File: config.mk
export PLATFORM = sky130hd
export DESIGN_NAME = fspg_top
export DESIGN_NICKNAME = d
export VERILOG_FILES = /design/src/fspg_pkg.sv /design/src/fspg_pix_if.sv /design/src/fspg_top.sv /design/src/fspg_frame_stats.sv /design/src/fspg_grabber.sv
export SDC_FILE = /design/constraint.sdc
export NUM_CORES = 1
export LEC_CHECK = 0
export ABC_AREA = 1
export BUFFER_PORTS_ARGS = -buffer_cell sky130_fd_sc_hd__buf_2
export CAP_MARGIN = 10
export CORE_UTILIZATION = 25
export DETAILED_ROUTE_END_ITERATION = 8
export GPL_ROUTABILITY_DRIVEN = 0
export PLACE_DENSITY_LB_ADDON = 0.08
export REMOVE_ABC_BUFFERS = 1
export SLEW_MARGIN = 10
export SYNTH_ARGS = -nofsm -noshare
export SYNTH_HDL_FRONTEND = slang
export SYNTH_SLANG_ARGS = --single-unit
File: constraint.sdc
create_clock -name i_sys_clk -period 4.5 [get_ports i_sys_clk]
set_input_delay 0.675 -clock i_sys_clk [delete_from_list [all_inputs] [get_ports i_sys_clk]]
set_output_delay 0.675 -clock i_sys_clk [all_outputs]
set_load 0.01 [all_outputs]
File: src/fspg_pkg.sv
package fspg_pkg;

	// ----------------------------------------------------------------
	// Register offsets
	// ----------------------------------------------------------------
	localparam logic [7:0] REG_WHEEL = 8'h06;
	localparam logic [7:0] REG_SURFACE_QUALITY = 8'h07;
	localparam logic [7:0] REG_EXPOSURE_HIGH = 8'h08;
	localparam logic [7:0] REG_EXPOSURE_LOW = 8'h09;
	localparam logic [7:0] REG_BRIGHTEST = 8'h0a;
	localparam logic [7:0] REG_PIXEL_SUM = 8'h0b;
	localparam logic [7:0] REG_DARKEST = 8'h0c;
	localparam logic [7:0] REG_GRAB = 8'h0d;

	// ----------------------------------------------------------------
	// Field layouts and widths
	// ----------------------------------------------------------------
	localparam int ADDR_W = 8;
	localparam int DATA_W = 8;
	localparam int PIX_W = 7;
	localparam int IDX_W = 9;
	localparam int SUM_W = 17;
	localparam int SUM_FIELD_LSB = 8;
	localparam int SUM_FIELD_MSB = 15;
	localparam int EXP_W = 16;
	localparam int GRAB_VALID_BIT = 7;

	// ----------------------------------------------------------------
	// Reset values and limits
	// ----------------------------------------------------------------
	localparam logic [DATA_W-1:0] RESET_ZERO = 8'h00;
	localparam logic [EXP_W-1:0] EXPOSURE_RESET = 16'h0064;
	localparam logic [DATA_W-1:0] SURFACE_QUALITY_MAX = 8'h80;
	localparam logic signed [DATA_W-1:0] WHEEL_MAX = 8'sh7f;
	localparam logic signed [DATA_W-1:0] WHEEL_MIN = -8'sh7f;
	localparam logic [PIX_W-1:0] PIX_FULL_SCALE = 7'h7f;
	localparam logic [IDX_W-1:0] PIX_FIRST = 9'h000;
	localparam logic [IDX_W-1:0] PIX_LAST = 9'h168;

	// ----------------------------------------------------------------
	// Grabber states
	// ----------------------------------------------------------------
	typedef enum logic [3:0] {
		GRAB_IDLE = 4'b0001,
		GRAB_WAIT = 4'b0010,
		GRAB_ARMED = 4'b0100,
		GRAB_FULL = 4'b1000
	} fspg_grab_state_t;

endpackage

File: src/fspg_pix_if.sv
`timescale 1ns/10ps
interface fspg_pix_if;
	import fspg_pkg::*;
	logic frame_start;
	logic frame_end;
	logic pix_valid;
	logic [PIX_W-1:0] pix_data;
	logic [IDX_W-1:0] pix_index;

	modport src (
		output frame_start,
		output frame_end,
		output pix_valid,
		output pix_data,
		output pix_index
	);
	modport sink (
		input frame_start,
		input frame_end,
		input pix_valid,
		input pix_data,
		input pix_index
	);
endinterface

File: src/fspg_top.sv
// The address-and-strobe port was decided locally.
`timescale 1ns/10ps
// How it works
// - The wheel count saturates inside minus 127 to plus 127.
// - Surface quality reports the frame's feature count, clamped to at most 128.
// - The exposure registers hold the 16-bit shutter-open cycle count of the last image.
// - The brightest-pixel register holds the last image's maximum in bits 6:0, bit 7 zero.
// - The darkest-pixel register holds the last image's minimum in bits 6:0, bit 7 zero.
// - All 361 pixels sum into 17 bits and bits 15:8 of that sum are reported.
// - The grabber captures at most one pixel per frame.
// - Reading a valid grab sets bit 7, advances the pixel index and rearms the grabber.
// - Any grab write resets the index and arms capture of pixel 0 on the next image.
// - Pixels number 0 to 360, down each 19-pixel column before the next column.
module fspg_top (
	// Clock and reset
	input wire logic i_sys_clk,
	input wire logic i_rst_n,
	// Register port
	input wire logic [fspg_pkg::ADDR_W-1:0] i_addr,
	input wire logic [fspg_pkg::DATA_W-1:0] i_wdata,
	input wire logic i_wr,
	input wire logic i_rd,
	output logic [fspg_pkg::DATA_W-1:0] o_rdata,
	// Image pipeline, same clock
	input wire logic i_frame_start,
	input wire logic i_frame_end,
	input wire logic i_pix_valid,
	input wire logic [fspg_pkg::PIX_W-1:0] i_pix_data,
	input wire logic i_shutter_open,
	input wire logic [fspg_pkg::DATA_W-1:0] i_feature_count,
	// Wheel quadrature pins
	input wire logic i_wheel_a,
	input wire logic i_wheel_b
);
	import fspg_pkg::*;

	// ----------------------------------------------------------------
	// Pixel stream
	// ----------------------------------------------------------------
	fspg_pix_if pix_bus ();

	logic [IDX_W-1:0] pix_count;

	assign pix_bus.frame_start = i_frame_start;
	assign pix_bus.frame_end = i_frame_end;
	assign pix_bus.pix_valid = i_pix_valid;
	assign pix_bus.pix_data = i_pix_data;
	assign pix_bus.pix_index = pix_count;

	// Arrival order is the numbering order, column by column
	always_ff @(posedge i_sys_clk or negedge i_rst_n) begin
		if (!i_rst_n) begin
			pix_count <= PIX_FIRST;
		end else if (i_frame_start) begin
			pix_count <= PIX_FIRST;
		end else if (i_pix_valid && pix_count != PIX_LAST) begin
			pix_count <= pix_count + 9'h001;
		end
	end

	// ----------------------------------------------------------------
	// Submodules
	// ----------------------------------------------------------------
	logic [PIX_W-1:0] brightest;
	logic [PIX_W-1:0] darkest;
	logic [SUM_W-1:0] pixel_sum;
	logic [EXP_W-1:0] exposure;
	logic grab_valid;
	logic [PIX_W-1:0] grab_data;
	logic rd_grab;
	logic wr_grab;

	assign rd_grab = i_rd && (i_addr == REG_GRAB);
	assign wr_grab = i_wr && (i_addr == REG_GRAB);

	fspg_frame_stats u_stats (
		.i_sys_clk(i_sys_clk),
		.i_rst_n(i_rst_n),
		.pix(pix_bus.sink),
		.i_shutter_open(i_shutter_open),
		.o_brightest(brightest),
		.o_darkest(darkest),
		.o_pixel_sum(pixel_sum),
		.o_exposure(exposure)
	);

	fspg_grabber u_grab (
		.i_sys_clk(i_sys_clk),
		.i_rst_n(i_rst_n),
		.pix(pix_bus.sink),
		.i_grab_wr(wr_grab),
		.i_grab_rd(rd_grab),
		.o_grab_valid(grab_valid),
		.o_grab_data(grab_data)
	);

	// ----------------------------------------------------------------
	// Surface quality
	// ----------------------------------------------------------------
	logic [DATA_W-1:0] surface_quality;

	// Feature count can glitch high on noisy frames, so clamp it
	always_ff @(posedge i_sys_clk or negedge i_rst_n) begin
		if (!i_rst_n) begin
			surface_quality <= RESET_ZERO;
		end else if (i_frame_end) begin
			surface_quality <= (i_feature_count > SURFACE_QUALITY_MAX) ?
				SURFACE_QUALITY_MAX : i_feature_count;
		end
	end

	// ----------------------------------------------------------------
	// Wheel count
	// ----------------------------------------------------------------
	logic wheel_a_meta;
	logic wheel_a_sync;
	logic wheel_a_prev;
	logic wheel_b_meta;
	logic wheel_b_sync;
	logic wheel_step;
	logic wheel_down;
	logic rd_wheel;
	logic signed [DATA_W-1:0] wheel_count;
	logic signed [DATA_W-1:0] next_wheel_count;

	always_ff @(posedge i_sys_clk or negedge i_rst_n) begin
		if (!i_rst_n) begin
			wheel_a_meta <= 1'b0;
			wheel_a_sync <= 1'b0;
			wheel_b_meta <= 1'b0;
			wheel_b_sync <= 1'b0;
			wheel_a_prev <= 1'b0;
		end else begin
			wheel_a_meta <= i_wheel_a;
			wheel_a_sync <= wheel_a_meta;
			wheel_b_meta <= i_wheel_b;
			wheel_b_sync <= wheel_b_meta;
			wheel_a_prev <= wheel_a_sync;
		end
	end

	// One count per rising edge of phase A, sign from phase B
	assign wheel_step = wheel_a_sync && !wheel_a_prev;
	assign wheel_down = wheel_b_sync;
	assign rd_wheel = i_rd && (i_addr == REG_WHEEL);

	// A read clears the count, but a step in the same cycle survives
	always_comb begin
		next_wheel_count = rd_wheel ? 8'sh00 : wheel_count;
		if (wheel_step && !wheel_down && next_wheel_count < WHEEL_MAX) begin
			next_wheel_count = next_wheel_count + 8'sh01;
		end else if (wheel_step && wheel_down && next_wheel_count > WHEEL_MIN) begin
			next_wheel_count = next_wheel_count - 8'sh01;
		end
	end

	always_ff @(posedge i_sys_clk or negedge i_rst_n) begin
		if (!i_rst_n) begin
			wheel_count <= 8'sh00;
		end else begin
			wheel_count <= next_wheel_count;
		end
	end

	// ----------------------------------------------------------------
	// Exposure pair coherence
	// ----------------------------------------------------------------
	logic exp_lock;
	logic [DATA_W-1:0] exp_low_shadow;
	logic rd_exp_high;
	logic rd_exp_low;

	assign rd_exp_high = i_rd && (i_addr == REG_EXPOSURE_HIGH);
	assign rd_exp_low = i_rd && (i_addr == REG_EXPOSURE_LOW);

	// A new image may land between the two reads; the shadow keeps the pair whole
	always_ff @(posedge i_sys_clk or negedge i_rst_n) begin
		if (!i_rst_n) begin
			exp_lock <= 1'b0;
			exp_low_shadow <= EXPOSURE_RESET[DATA_W-1:0];
		end else if (rd_exp_high) begin
			exp_lock <= 1'b1;
			exp_low_shadow <= exposure[DATA_W-1:0];
		end else if (rd_exp_low) begin
			exp_lock <= 1'b0;
		end
	end

	// ----------------------------------------------------------------
	// Read data
	// ----------------------------------------------------------------
	logic [DATA_W-1:0] next_rdata;

	always_comb begin
		case (i_addr)
			REG_WHEEL: next_rdata = wheel_count;
			REG_SURFACE_QUALITY: next_rdata = surface_quality;
			REG_EXPOSURE_HIGH: next_rdata = exposure[EXP_W-1:DATA_W];
			REG_EXPOSURE_LOW: begin
				next_rdata = exp_lock ? exp_low_shadow : exposure[DATA_W-1:0];
			end
			REG_BRIGHTEST: next_rdata = {1'b0, brightest};
			REG_PIXEL_SUM: next_rdata = pixel_sum[SUM_FIELD_MSB:SUM_FIELD_LSB];
			REG_DARKEST: next_rdata = {1'b0, darkest};
			REG_GRAB: next_rdata = {grab_valid, grab_data};
			default: next_rdata = RESET_ZERO;
		endcase
	end

	// Data stands only in the cycle after the read strobe
	always_ff @(posedge i_sys_clk or negedge i_rst_n) begin
		if (!i_rst_n) begin
			o_rdata <= RESET_ZERO;
		end else if (i_rd) begin
			o_rdata <= next_rdata;
		end else begin
			o_rdata <= RESET_ZERO;
		end
	end
endmodule

File: src/fspg_frame_stats.sv
`timescale 1ns/10ps
module fspg_frame_stats (
	// Clock and reset
	input wire logic i_sys_clk,
	input wire logic i_rst_n,
	// Pixel stream and shutter
	fspg_pix_if.sink pix,
	input wire logic i_shutter_open,
	// Results of the last finished image
	output logic [fspg_pkg::PIX_W-1:0] o_brightest,
	output logic [fspg_pkg::PIX_W-1:0] o_darkest,
	output logic [fspg_pkg::SUM_W-1:0] o_pixel_sum,
	output logic [fspg_pkg::EXP_W-1:0] o_exposure
);
	import fspg_pkg::*;

	logic [PIX_W-1:0] run_max;
	logic [PIX_W-1:0] run_min;
	logic [SUM_W-1:0] run_sum;
	logic [EXP_W-1:0] run_exp;

	// Running figures restart on each image
	always_ff @(posedge i_sys_clk or negedge i_rst_n) begin
		if (!i_rst_n) begin
			run_max <= '0;
			run_min <= PIX_FULL_SCALE;
			run_sum <= '0;
		end else if (pix.frame_start) begin
			run_max <= '0;
			run_min <= PIX_FULL_SCALE;
			run_sum <= '0;
		end else if (pix.pix_valid) begin
			if (pix.pix_data > run_max) begin
				run_max <= pix.pix_data;
			end
			if (pix.pix_data < run_min) begin
				run_min <= pix.pix_data;
			end
			// 361 pixels of at most 127 cannot overflow 17 bits
			run_sum <= run_sum + {{(SUM_W-PIX_W){1'b0}}, pix.pix_data};
		end
	end

	// Shutter time in main-clock cycles, saturating rather than wrapping
	always_ff @(posedge i_sys_clk or negedge i_rst_n) begin
		if (!i_rst_n) begin
			run_exp <= '0;
		end else if (pix.frame_start) begin
			run_exp <= '0;
		end else if (i_shutter_open && run_exp != {EXP_W{1'b1}}) begin
			run_exp <= run_exp + 16'h0001;
		end
	end

	always_ff @(posedge i_sys_clk or negedge i_rst_n) begin
		if (!i_rst_n) begin
			o_brightest <= '0;
			o_darkest <= '0;
			o_pixel_sum <= '0;
			o_exposure <= EXPOSURE_RESET;
		end else if (pix.frame_end) begin
			o_brightest <= run_max;
			o_darkest <= run_min;
			o_pixel_sum <= run_sum;
			o_exposure <= run_exp;
		end
	end
endmodule

File: src/fspg_grabber.sv
`timescale 1ns/10ps
module fspg_grabber (
	// Clock and reset
	input wire logic i_sys_clk,
	input wire logic i_rst_n,
	// Pixel stream
	fspg_pix_if.sink pix,
	// Register side effects
	input wire logic i_grab_wr,
	input wire logic i_grab_rd,
	// Holding register
	output logic o_grab_valid,
	output logic [fspg_pkg::PIX_W-1:0] o_grab_data
);
	import fspg_pkg::*;

	fspg_grab_state_t state;
	logic [IDX_W-1:0] target;
	logic capture;

	assign capture = (state == GRAB_ARMED) && pix.pix_valid && (pix.pix_index == target);

	// A write beats a capture or a read in the same cycle
	always_ff @(posedge i_sys_clk or negedge i_rst_n) begin
		if (!i_rst_n) begin
			state <= GRAB_IDLE;
		end else if (i_grab_wr) begin
			state <= GRAB_WAIT;
		end else begin
			case (state)
				GRAB_WAIT: begin
					// Waiting for a whole image keeps one pixel per frame
					if (pix.frame_start) begin
						state <= GRAB_ARMED;
					end
				end
				GRAB_ARMED: begin
					if (capture) begin
						state <= GRAB_FULL;
					end
				end
				GRAB_FULL: begin
					if (i_grab_rd) begin
						state <= GRAB_WAIT;
					end
				end
				default: state <= state;
			endcase
		end
	end

	always_ff @(posedge i_sys_clk or negedge i_rst_n) begin
		if (!i_rst_n) begin
			target <= PIX_FIRST;
		end else if (i_grab_wr) begin
			target <= PIX_FIRST;
		end else if (state == GRAB_FULL && i_grab_rd) begin
			target <= (target == PIX_LAST) ? PIX_FIRST : target + 9'h001;
		end
	end

	always_ff @(posedge i_sys_clk or negedge i_rst_n) begin
		if (!i_rst_n) begin
			o_grab_data <= '0;
		end else if (capture && !i_grab_wr) begin
			o_grab_data <= pix.pix_data;
		end
	end

	assign o_grab_valid = (state == GRAB_FULL);

	// Helper: captures since the last frame start
	logic [1:0] caps_in_frame;
	always_ff @(posedge i_sys_clk or negedge i_rst_n) begin
		if (!i_rst_n) begin
			caps_in_frame <= '0;
		end else if (pix.frame_start) begin
			caps_in_frame <= '0;
		end else if (capture && caps_in_frame != 2'h3) begin
			caps_in_frame <= caps_in_frame + 2'h1;
		end
	end
endmodule

; Yosys cells after proc, flatten, opt, wreduce, memory -nomap -nowiden
; Cells that the tools add are included.
[op_classes]
addsub = 6
n_mul = 0
n_div = 0
magnitude_cmp = 5
n_eq_ne = 18
shifts = 0
muxes = 29
bitwise = 0
n_reduce_logical = 30
[op_table]
columns = operator, count
row1 = 8-bit one-hot mux with 8 select lines, 1
row2 = "8-bit by 4-bit equality test with 1-bit output, second input constant", 6
row3 = 8-bit two-way mux, 6
row4 = 9-bit two-way mux, 5
row5 = 7-bit two-way mux, 6
row6 = 17-bit two-way mux, 2
row7 = 16-bit two-way mux, 2
row8 = "9-bit by 1-bit adder with 9-bit output, second input constant", 2
row9 = 17-bit by 7-bit adder with 17-bit output, 1
row10 = "16-bit by 1-bit adder with 16-bit output, second input constant", 1
row11 = "8-bit by 3-bit equality test with 1-bit output, second input constant", 2
row12 = "8-bit > comparator, second input constant", 2
row13 = 1-bit logical AND, 16
row14 = 4-bit two-way mux, 4
row15 = "16-bit != test, second input constant", 1
row16 = 2-bit nonzero test, 7
row17 = 4-bit one-hot mux with 3 select lines, 1
row18 = 9-bit equality test, 1
row19 = "9-bit equality test, second input constant", 1
row20 = "9-bit != test, second input constant", 1
row21 = "8-bit by 2-bit adder with 8-bit output, second input constant", 1
row22 = "8-bit less-than comparator, second input constant", 1
row23 = "8-bit by 2-bit subtractor with 8-bit output, second input constant", 1
row24 = 7-bit > comparator, 1
row25 = 11 further kinds, 16
[totals]
reg_bits = 160
latch_bits = 0
mem_bits_rw = 0
rom_bits = 0
inputBits = 41
out_inout_bits = 8
n_memories = 0

; Depth between registers and ports, before layout
; Gate-level depths: netlist of the first run.
[depth]
ltp_word = 7
ltp_mapped = 17

; Hierarchy
; A second synthesis of the first run with hierarchy kept.
[unflattened]
cells_unflattened = 1207
hier_area_um2 = 9167.5
[by_module_without_submodules]
columns = mod, n_inst, cells_per_inst, area_each_um2, seq_area_each_um2
row1 = fspg_frame_stats, 1, 607, 4882.2, 2364.8
row2 = fspg_top, 1, 420, 3035.4, 1179.9
row3 = fspg_grabber, 1, 180, 1249.9, 501.7

; Least setup slack after synthesis of the first run
; OpenSTA, ideal clock, no wires.
[synth_timing]
path_kind = input -> register
from = input port i_addr[1] (netlist name)
to = register wheel_count[2]
setup_ns = 0.117
arrival_ns = 2.272
required_ns = 4.383
slack_ns = 2.111
path_stages = 17
n_path_buf = 3
path_cell_list = buf_4 > nand2_2 > nor2_8 > nand3_4 > buf_6 > nand2_2 > inv_1 > ha_1 > o21ai_0 > nor2_1 > nand3_1 > nand2_2 > buf_6 > nand3_1 > nand2_1 > nand2_1 > nand2_1
[synth_between]
elab_chain_cells = 7
elab_cells_between_ends = 11
cone_classes = add/sub: 2 / order compare: 2 / eq/ne: 1 / mux: 3 / reduce/logical: 3
[synth_rtl]
columns = element, line_no
row1 = from (decl), fspg_top.sv:19  ; input wire logic [fspg_pkg::ADDR_W-1:0] i_addr,
row2 = 8-bit by 3-bit equality test with 1-bit output (*), fspg_top.sv:145  ; assign rd_wheel = i_rd && (i_addr == REG_WHEEL);
row3 = 1-bit logical AND (*), fspg_top.sv:145
row4 = 8-bit two-way mux (*), fspg_top.sv:149  ; next_wheel_count = rd_wheel ? 8'sh00 : wheel_count;
row5 = 8-bit > comparator, fspg_top.sv:152  ; end else if (wheel_step && wheel_down && next_wheel_count > WHEEL_MIN) begin
row6 = 1-bit logical AND, fspg_top.sv:152
row7 = 8-bit two-way mux, fspg_top.sv:152
row8 = 8-bit two-way mux (*), fspg_top.sv:150  ; if (wheel_step && !wheel_down && next_wheel_count < WHEEL_MAX) begin
row9 = net next_wheel_count[2], fspg_top.sv:124  ; logic signed [DATA_W-1:0] next_wheel_count;
row10 = to (signal assigned), fspg_top.sv:161  ; wheel_count <= next_wheel_count;
row11 = to (decl), fspg_top.sv:123  ; logic signed [DATA_W-1:0] wheel_count;
; Mark *: on every way through the listed nets, which the timed path passes. The rest lies on a longest branch.
; A chain may end at the register's enable or synchronous reset.

; Final worst setup path of the first run
[layout_timing]
from = input port i_addr[4] (netlist name)
to = register wheel_count[4]
; Same word-level chain as after synthesis.

==> key figures, run 1 <==
Layout
  – Most frequent cells in the layout: nand2_1 (263), inv_1 (147), dfrtp_1 (137)
  – Layout cells sized above 1: 0.103
  – Core Util, Final: 0.296
  – Diodes inserted: 0
  – Area grow syn2layout: 15.3%
  – Commonest non-fill, non-tap cell in the layout: nand2_1
  – Post-route cell area: 9430 um2
  – Nets: 1159

Floorplan
  – # IOs: 49
  – Die W: 183 um
  – Die Y-Extent: 183 um
  – Effective utilization at floorplan: 0.257
  – Core area: 31900 um2
  – Die area: 33400 um2
  – Cell row count: 65

Yosys
  – Sequential share of the synthesized area: 0.464
  – #FFs+latches synth: 151
  – Ys Warns: 0
  – Top FF cell, synth: dfrtp_1
  – Post-Syn Area: 8180 um2
  – EDFF count, synth: 0
  – Ys async rst share: 1.00
  – Yosys cell types: 46
  – Mapped Cells: 1052
  – Syn Area/Cell: 7.78 um2

Routing
  – Pre-antenna DRT Iters: 5
  – Via Count: 6728
  – Drt wl/cell: 14.6 um
  – Routed Antenna Nets: 0
  – DR iter-0 viols: 356
  – Vias per cell: 4.38
  – DRC violations left: 0
  – Drt total wl: 22400 um

STA
  – RSZ-0062 raised after global routing: false
  – Final Critical Period: 2890 ps
  – Rel. slew slack: 0.314
  – Setup_tns: 0 ps
  – Final Hold Vio Count: 0
  – Layout Skew: 11.8 ps
  – # setup viols final: 0
  – F_max: 0.346 GHz
  – Worst-margin pin slew: 1020 ps
  – Period utilisation layout: 0.643
  – Min Hold Slack: 314 ps
  – Fin. max-slew vios: 0

GRT
  – Initial antenna violation count: 0
  – Gr ovfl total: 0
  – Largest net degree at the start of global routing: 88
  – Number of global-route vias before repair: 6795
  – First-pass GRT wire length: 37500 um
  – Total Routing Usage GR: 0.143

Clock network
  – Worst skew pair latency: 420 ps
  – Clock sink count: 151
  – CTS tree: done
  – Post-CTS setup buffers: 0
  – Reg clk slew, reported paths: 60 ps
  – CTS buffer count: 17
  – Maximum buffer depth of the clock tree: 2
  – Post-CTS sizing: 0
  – H-tree levels: 4
  – CTS Hold Buffers Added: 0
  – Clock Root Buffer: clkbuf_16

Place
  – I/O Buffers: 40
  – HPWL after detailed placement: 16100 um
  – Dpl cell area: 8840 um2

Critical path
  – Crit end category: flop
  – Worst Path Max Fanout: 15
  – Crit path DAT: 3210 ps
  – WS Path Type: in -> reg
  – Required time of the critical path: 4810 ps
  – CP startpoint kind: input port

Power
  – Leak: 4.31 nW
  – Worst IR Drop VDD: 0.253 mV
  – PwrDens: 392 nW/um2

Min path
  – Worst min path class: in -> async

Outcome
  – Status: completed

Job
  – Maxcap violations: 0
per-stage QoR:
| stage | std cells | worst slack, ps | power, mW |
|---|---|---|---|
| after global placement | 1505 | 1150 | 2.28 |
| after global routing | 1537 | 1380 | 3.93 |
| after detailed placement | 1505 | 1170 | 2.27 |
| final | 1537 | 1610 | 3.70 |
| after floorplan | 1027 | 1920 | 2.05 |
| after CTS | 1537 | 1620 | 3.76 |
worst paths after layout:
check,end,cells after the start,start,slack (ps)
setup / recovery,wheel_count[4],16,i_addr[4],1610
hold / removal,wheel_count[4],1,i_rst_n,310
setup reg to reg,u_stats.run_min[0],8,u_stats.run_min[6],2320
hold reg to reg,wheel_b_sync,0,wheel_b_meta,350
max in group asynchronous,u_stats.o_exposure[6],2,i_rst_n,3270
min in group i_sys_clk,wheel_b_sync,0,wheel_b_meta,350
registers in the layout, summed over array words and instances, names as in the netlist, 7 cells and up:
| signal | count |
|---|---|
| u_grab.target | 9 |
| u_stats.run_exp | 16 |
| u_stats.o_pixel_sum | 8 |
| exp_low_shadow | 8 |
| u_stats.run_max | 7 |
| u_stats.o_darkest | 7 |
| u_stats.run_min | 7 |
| u_grab.o_grab_data | 7 |
| wheel_count | 8 |
| pix_bus.pix_index | 9 |
| o_rdata | 8 |
| u_stats.o_exposure | 16 |
| surface_quality | 8 |
| u_stats.o_brightest | 7 |
| u_stats.run_sum | 16 |
cells in the mapped netlist (2+ instances only):
library cell  instances  area [um2]
nand2_1             263         987
inv_1               147         552
dfrtp_1             137        3430
o21ai_0             118         591
nor2_1               81         304
a21oi_1              47         235
nand3_1              47         235
ha_1                 28         350
nand4_1              23         144
nor3_1               23         115
clkbuf_1             16        60.1
o22ai_1              15        93.8
dfstp_2              14         368
xor2_1               14         123
o21a_1               10        75.1
inv_2                 6        22.5
nand2_2               6        37.5
xnor2_1               6        52.6
a31oi_1               5        31.3
o21ai_1               5        25.0
a22o_1                3        26.3
buf_2                 3        15.0
buf_4                 3        22.5
nor2_2                3        18.8
nor4_1                3        18.8
buf_6                 2        22.5
clkinv_1              2        7.51
nand3_2               2        20.0
o31ai_1               2        15.0
or2_2                 2        12.5
area by class of cell:
cell class              instances  area, um2
clock buffers                  19        443
clock inverters                13        146
fillers                      3547      22400
inverters                     155        582
multi-input cells             721       3680
flip-flops and latches        151       3800
well taps                     435        544
repair buffers                 43        241
worst max-delay path, cell delays in order:
cell and delay [ps]:
buf_2 90, inv_1 40, nand2_1 50, nor2_2 530, nand3_4 320, nand2_2 250, ha_1 290, o21ai_0 100
nor2_1 110, nand3_1 90, nand2_2 220, inv_1 170, nand2_1 100, nand2_1 50, nand2_1 50, nand2_1 50
per-layer routing:
layer | wire, um | part of all wire | track usage | vias up
li1 | - | - | - | 3485
met1 | 11800 | 0.53 | 0.209 | 3141
met2 | 9690 | 0.43 | 0.219 | 87
met3 | 686 | 0.031 | 0.0264 | 15
met4 | 226 | 0.010 | 0.0287 | 0
met5 | 0 | 0 | 0 | -
report_power, final:
part / total [mW] / internal (mW) / switching, mW / leakage, nW
sequential: 1.56 / 1.47 / 0.0967 / 1.97
clock: 1.46 / 0.838 / 0.624 / 0.273
combinational: 0.675 / 0.234 / 0.441 / 2.07
total: 3.70 / 2.54 / 1.16 / 4.31
cell families (layout without fill, tap and decap cells):
family | count (synthesis) | count (layout) | synth area share
compound gates | 211 | 211 | 0.140
xor+xnor | 20 | 20 | 0.0214
fa+ha+maj | 29 | 29 | 0.0453
buf+inv | 180 | 230 | 0.0863
flops | 151 | 151 | 0.464
simple gates | 461 | 461 | 0.243
No activity file was read; power rests on OpenSTA's default activity.
==> inputs of run 2 (changes only) <==
--- a/config.mk
+++ b/config.mk
@@ -5,7 +5,7 @@
 export SDC_FILE = /design/constraint.sdc
 export NUM_CORES = 1
 export LEC_CHECK = 0
-export ABC_AREA = 1
+export ABC_AREA = 0
 export BUFFER_PORTS_ARGS = -buffer_cell sky130_fd_sc_hd__buf_2
 export CAP_MARGIN = 10
 export CORE_UTILIZATION = 25
==> constraint.sdc (replaced) <==
create_clock -name i_sys_clk -period 2.5 [get_ports i_sys_clk]
set_input_delay 0.375 -clock i_sys_clk [delete_from_list [all_inputs] [get_ports i_sys_clk]]
set_output_delay 0.375 -clock i_sys_clk [all_outputs]
set_load 0.01 [all_outputs]
==> key figures, run 2 <==
Critical path
  – Worst-path cell chain: or4b_2, nor3_1, a2111o_1, buf_4, a21oi_1, a21o_1
  – RR Endpoint: u_grab.target[8]
  – CP top delay family: simple AND/OR/NAND/NOR gates
  – Crit end category: flop
  – R2R cell count: 6 (-2)
  – CP startpoint kind: flop
  – R2r startpoint: u_grab.target[4]
  – CP bufs+invs: 1 (-2)
  – Crit path DAT: 2560 ps (-650 ps)
  – Worst Path Max Fanout: 7 (-8)
  – R2r setup slk: 260 ps (-2060 ps)
  – CP max stage delay: 690 ps (+160 ps)
  – Required time of the critical path: 2820 ps (-1990 ps)
  – Worst path slowest cell: or4b_2
  – WS Path Type: reg -> reg

Routing
  – WL met1: 11200 um (-5.3%)
  – DR iter-0 viols: 338 (-5.1%)
  – Highest Signal Layer: met4
  – Via Count: 6117 (-9.1%)
  – Vias per cell: 4.84 (+10%)
  – DRC violations left: 0 (unchanged)
  – Routed Antenna Nets: 0 (unchanged)
  – Drt total wl: 22300 um (-0.45%)
  – Routed wl met3: 554 um (-19%)
  – Pre-antenna DRT Iters: 5 (unchanged)
  – WL met2: 10300 um (+5.7%)
  – Drt wl/cell: 17.6 um (+21%)

Power
  – Worst IR Drop VDD: 0.501 mV (+98%)
  – PwrDens: 731 nW/um2 (+86%)
  – Leak: 4.20 nW (-2.6%)

STA
  – Worst-margin pin slew: 876 ps (-148 ps)
  – Layout Skew: 10.8 ps (-1.00 ps)
  – Final Critical Period: 2240 ps
  – Setup_tns: 0 ps (unchanged)
  – Rel. slew slack: 0.416 (+0.102)
  – # setup viols final: 0 (unchanged)
  – Period utilisation layout: 0.897
  – Final Hold Vio Count: 0 (unchanged)
  – Final WS setup: 259 ps (-1350 ps)
  – RSZ-0062 raised after global routing: false
  – Min Hold Slack: 53.3 ps (-261 ps)
  – Fin. max-slew vios: 0 (unchanged)
  – F_max: 0.446 GHz

GRT
  – Initial antenna violation count: 0 (unchanged)
  – Number of global-route vias before repair: 6350 (-6.5%)
  – Gr ovfl total: 0 (unchanged)
  – Largest net degree at the start of global routing: 54 (-39%)
  – First-pass GRT wire length: 36500 um (-2.4%)
  – Total Routing Usage GR: 0.144 (+0.00113)

Job
  – Maxcap violations: 0 (unchanged)

Yosys
  – Synth area leaders: dfrtp_1 (43%), mux2_2 (7.9%), dfstp_2 (4.6%)
  – Mapped Cells: 774 (-26%)
  – #FFs+latches synth: 151 (unchanged)
  – Adder-cell area share of the yosys netlist: 0.0462 (+0.000911)
  – Sequential share of the synthesized area: 0.473 (+0.00934)
  – Post-Syn Area: 8020 um2 (-2.0%)
  – Count leader, synth: dfrtp_1
  – Top FF cell, synth: dfrtp_1
  – Multiplexer area fraction after synthesis: 0.107 (+0.107)
  – Largest family of logic cells by synthesized area: simple AND/OR/NAND/NOR gates
  – Yosys top cell by area: dfrtp_1
  – Post-synthesis compound-gate area fraction: 0.129 (-0.0106)
  – Ys Warns: 0 (unchanged)
  – Simple-gate share of the synthesized area: 0.161 (-0.0823)
  – Ys async rst share: 1.00 (unchanged)
  – Syn Area/Cell: 10.4 um2 (+33%)
  – Top-area cell type share of the netlist area: 0.428 (+0.00844)
  – Yosys cell types: 64 (+39%)
  – Commonest cells post-synth: dfrtp_1 (137), nor2_1 (63), nand2_1 (58)
  – Synth Area in XOR/XNOR: 0.0502 (+0.0288)
  – EDFF count, synth: 0 (unchanged)

Clock network
  – Reg clk slew, reported paths: 70 ps (about the same)
  – CTS tree: done
  – CTS Hold Buffers Added: 1 (+1)
  – Clock sink count: 151 (unchanged)
  – Maximum buffer depth of the clock tree: 2 (unchanged)
  – Post-CTS sizing: 0 (unchanged)
  – Worst skew pair latency: 430 ps (about the same)
  – Post-CTS setup buffers: 0 (unchanged)
  – CTS buffer count: 17 (unchanged)
  – H-tree levels: 4 (unchanged)
  – Clock Root Buffer: clkbuf_16

Floorplan
  – Die Y-Extent: 181 um (-0.98%)
  – Effective utilization at floorplan: 0.254 (-0.00247)
  – Core area: 31600 um2 (-1.0%)
  – # IOs: 49 (unchanged)
  – Die W: 181 um (-0.98%)
  – Cell row count: 65 (unchanged)
  – Die area: 32800 um2 (-2.0%)

Layout
  – Nets: 921 (-21%)
  – Largest registers: u_stats.o_exposure x16, u_stats.run_exp x16, u_stats.run_sum x16
  – Most frequent cells in the layout: dfrtp_1 (137), nor2_1 (63), nand2_1 (58)
  – Commonest non-fill, non-tap cell in the layout: dfrtp_1
  – Diodes inserted: 0 (unchanged)
  – Core Util, Final: 0.305 (+0.00880)
  – Layout cells sized above 1: 0.229 (+0.127)
  – Area grow syn2layout: 19.9%

Min path
  – Worst hold stages: 1
  – Hold Path End: wheel_a_meta
  – Hold wc startpoint: i_wheel_a
  – Worst min path class: in -> reg

Place
  – I/O Buffers: 40 (unchanged)
  – Setup WS pre-CTS: -146 ps (-1320 ps)
  – HPWL after detailed placement: 16400 um (+1.6%)

Outcome
  – Status: completed
run 2: cell types whose count changed after synthesis, moves of 13 or more:
cell and delta:
a21oi_1 -21, clkbuf_1 +14, inv_1 -109, mux2_2 +56, mux2i_1 +23, nand2_1 -205
nand3_1 -27, nor2_1 -18, o211ai_1 +13, o21ai_0 -82, o22ai_1 -14, xnor2_1 +19
run 2: stage by stage:
step           power (mW)  area, um2  std cells
3_5_place_dp         4.42       9010       1233
5_1_grt              7.45       9610       1265
4_1_cts              7.14       9610       1265
2_1_floorplan        3.78       7900        742
3_3_place_gp         4.39       9010       1233
6_report             7.02       9610       1265
run 2: how the worst max path moves through the flow:
stage	from	endpoint	slack [ps]	cells past startpoint
finish	u_grab.target[4]	u_grab.target[8]	260	6
floorplan	i_addr[5]	wheel_count[5]	-690	8
global route	u_stats.run_exp[3]	u_stats.run_exp[13]	110	5
detailed placement	i_addr[5]	wheel_count[1]	-150	12
CTS	u_stats.run_max[1]	u_stats.run_max[4]	270	7
global placement	i_addr[5]	wheel_count[1]	-200	12
run 2: final cells by class:
class	count	area, um2
clock buffer	20	447
clock inverter	11	149
multi-input combinational	553	3970
fill	3294	21900
sequential	151	3800
inverter	38	143
timing repair buffer	90	609
tap	402	503
run 2: layer usage:
metal  up-vias  track usage
li1       2985            -
met1      3017        0.199
met4         0       0.0424
met3        19       0.0270
met5         -            0
met2        96        0.228
run 2: power by group:
part / switching [mW] / internal [mW] / total (mW)
logic: 0.683 / 0.645 / 1.33
registers: 0.336 / 2.70 / 3.04
clock network: 1.06 / 1.59 / 2.66
run 2: kinds of logic after synthesis:
group / count (synthesis)
muxes: 79
and+or+nand+nor: 248
adders and majority gates: 29
buffers and inverters: 70
DFF: 151
xor gates and xnor gates: 46
AOI/OAI and AO/OA: 151
run 2: worst register-to-register path, stage by stage, from the launching register on:
cell and delay (ps):
dfrtp_1 470, or4b_2 690, nor3_1 380, a2111o_1 230, buf_4 170, a21oi_1 50
a21o_1 150
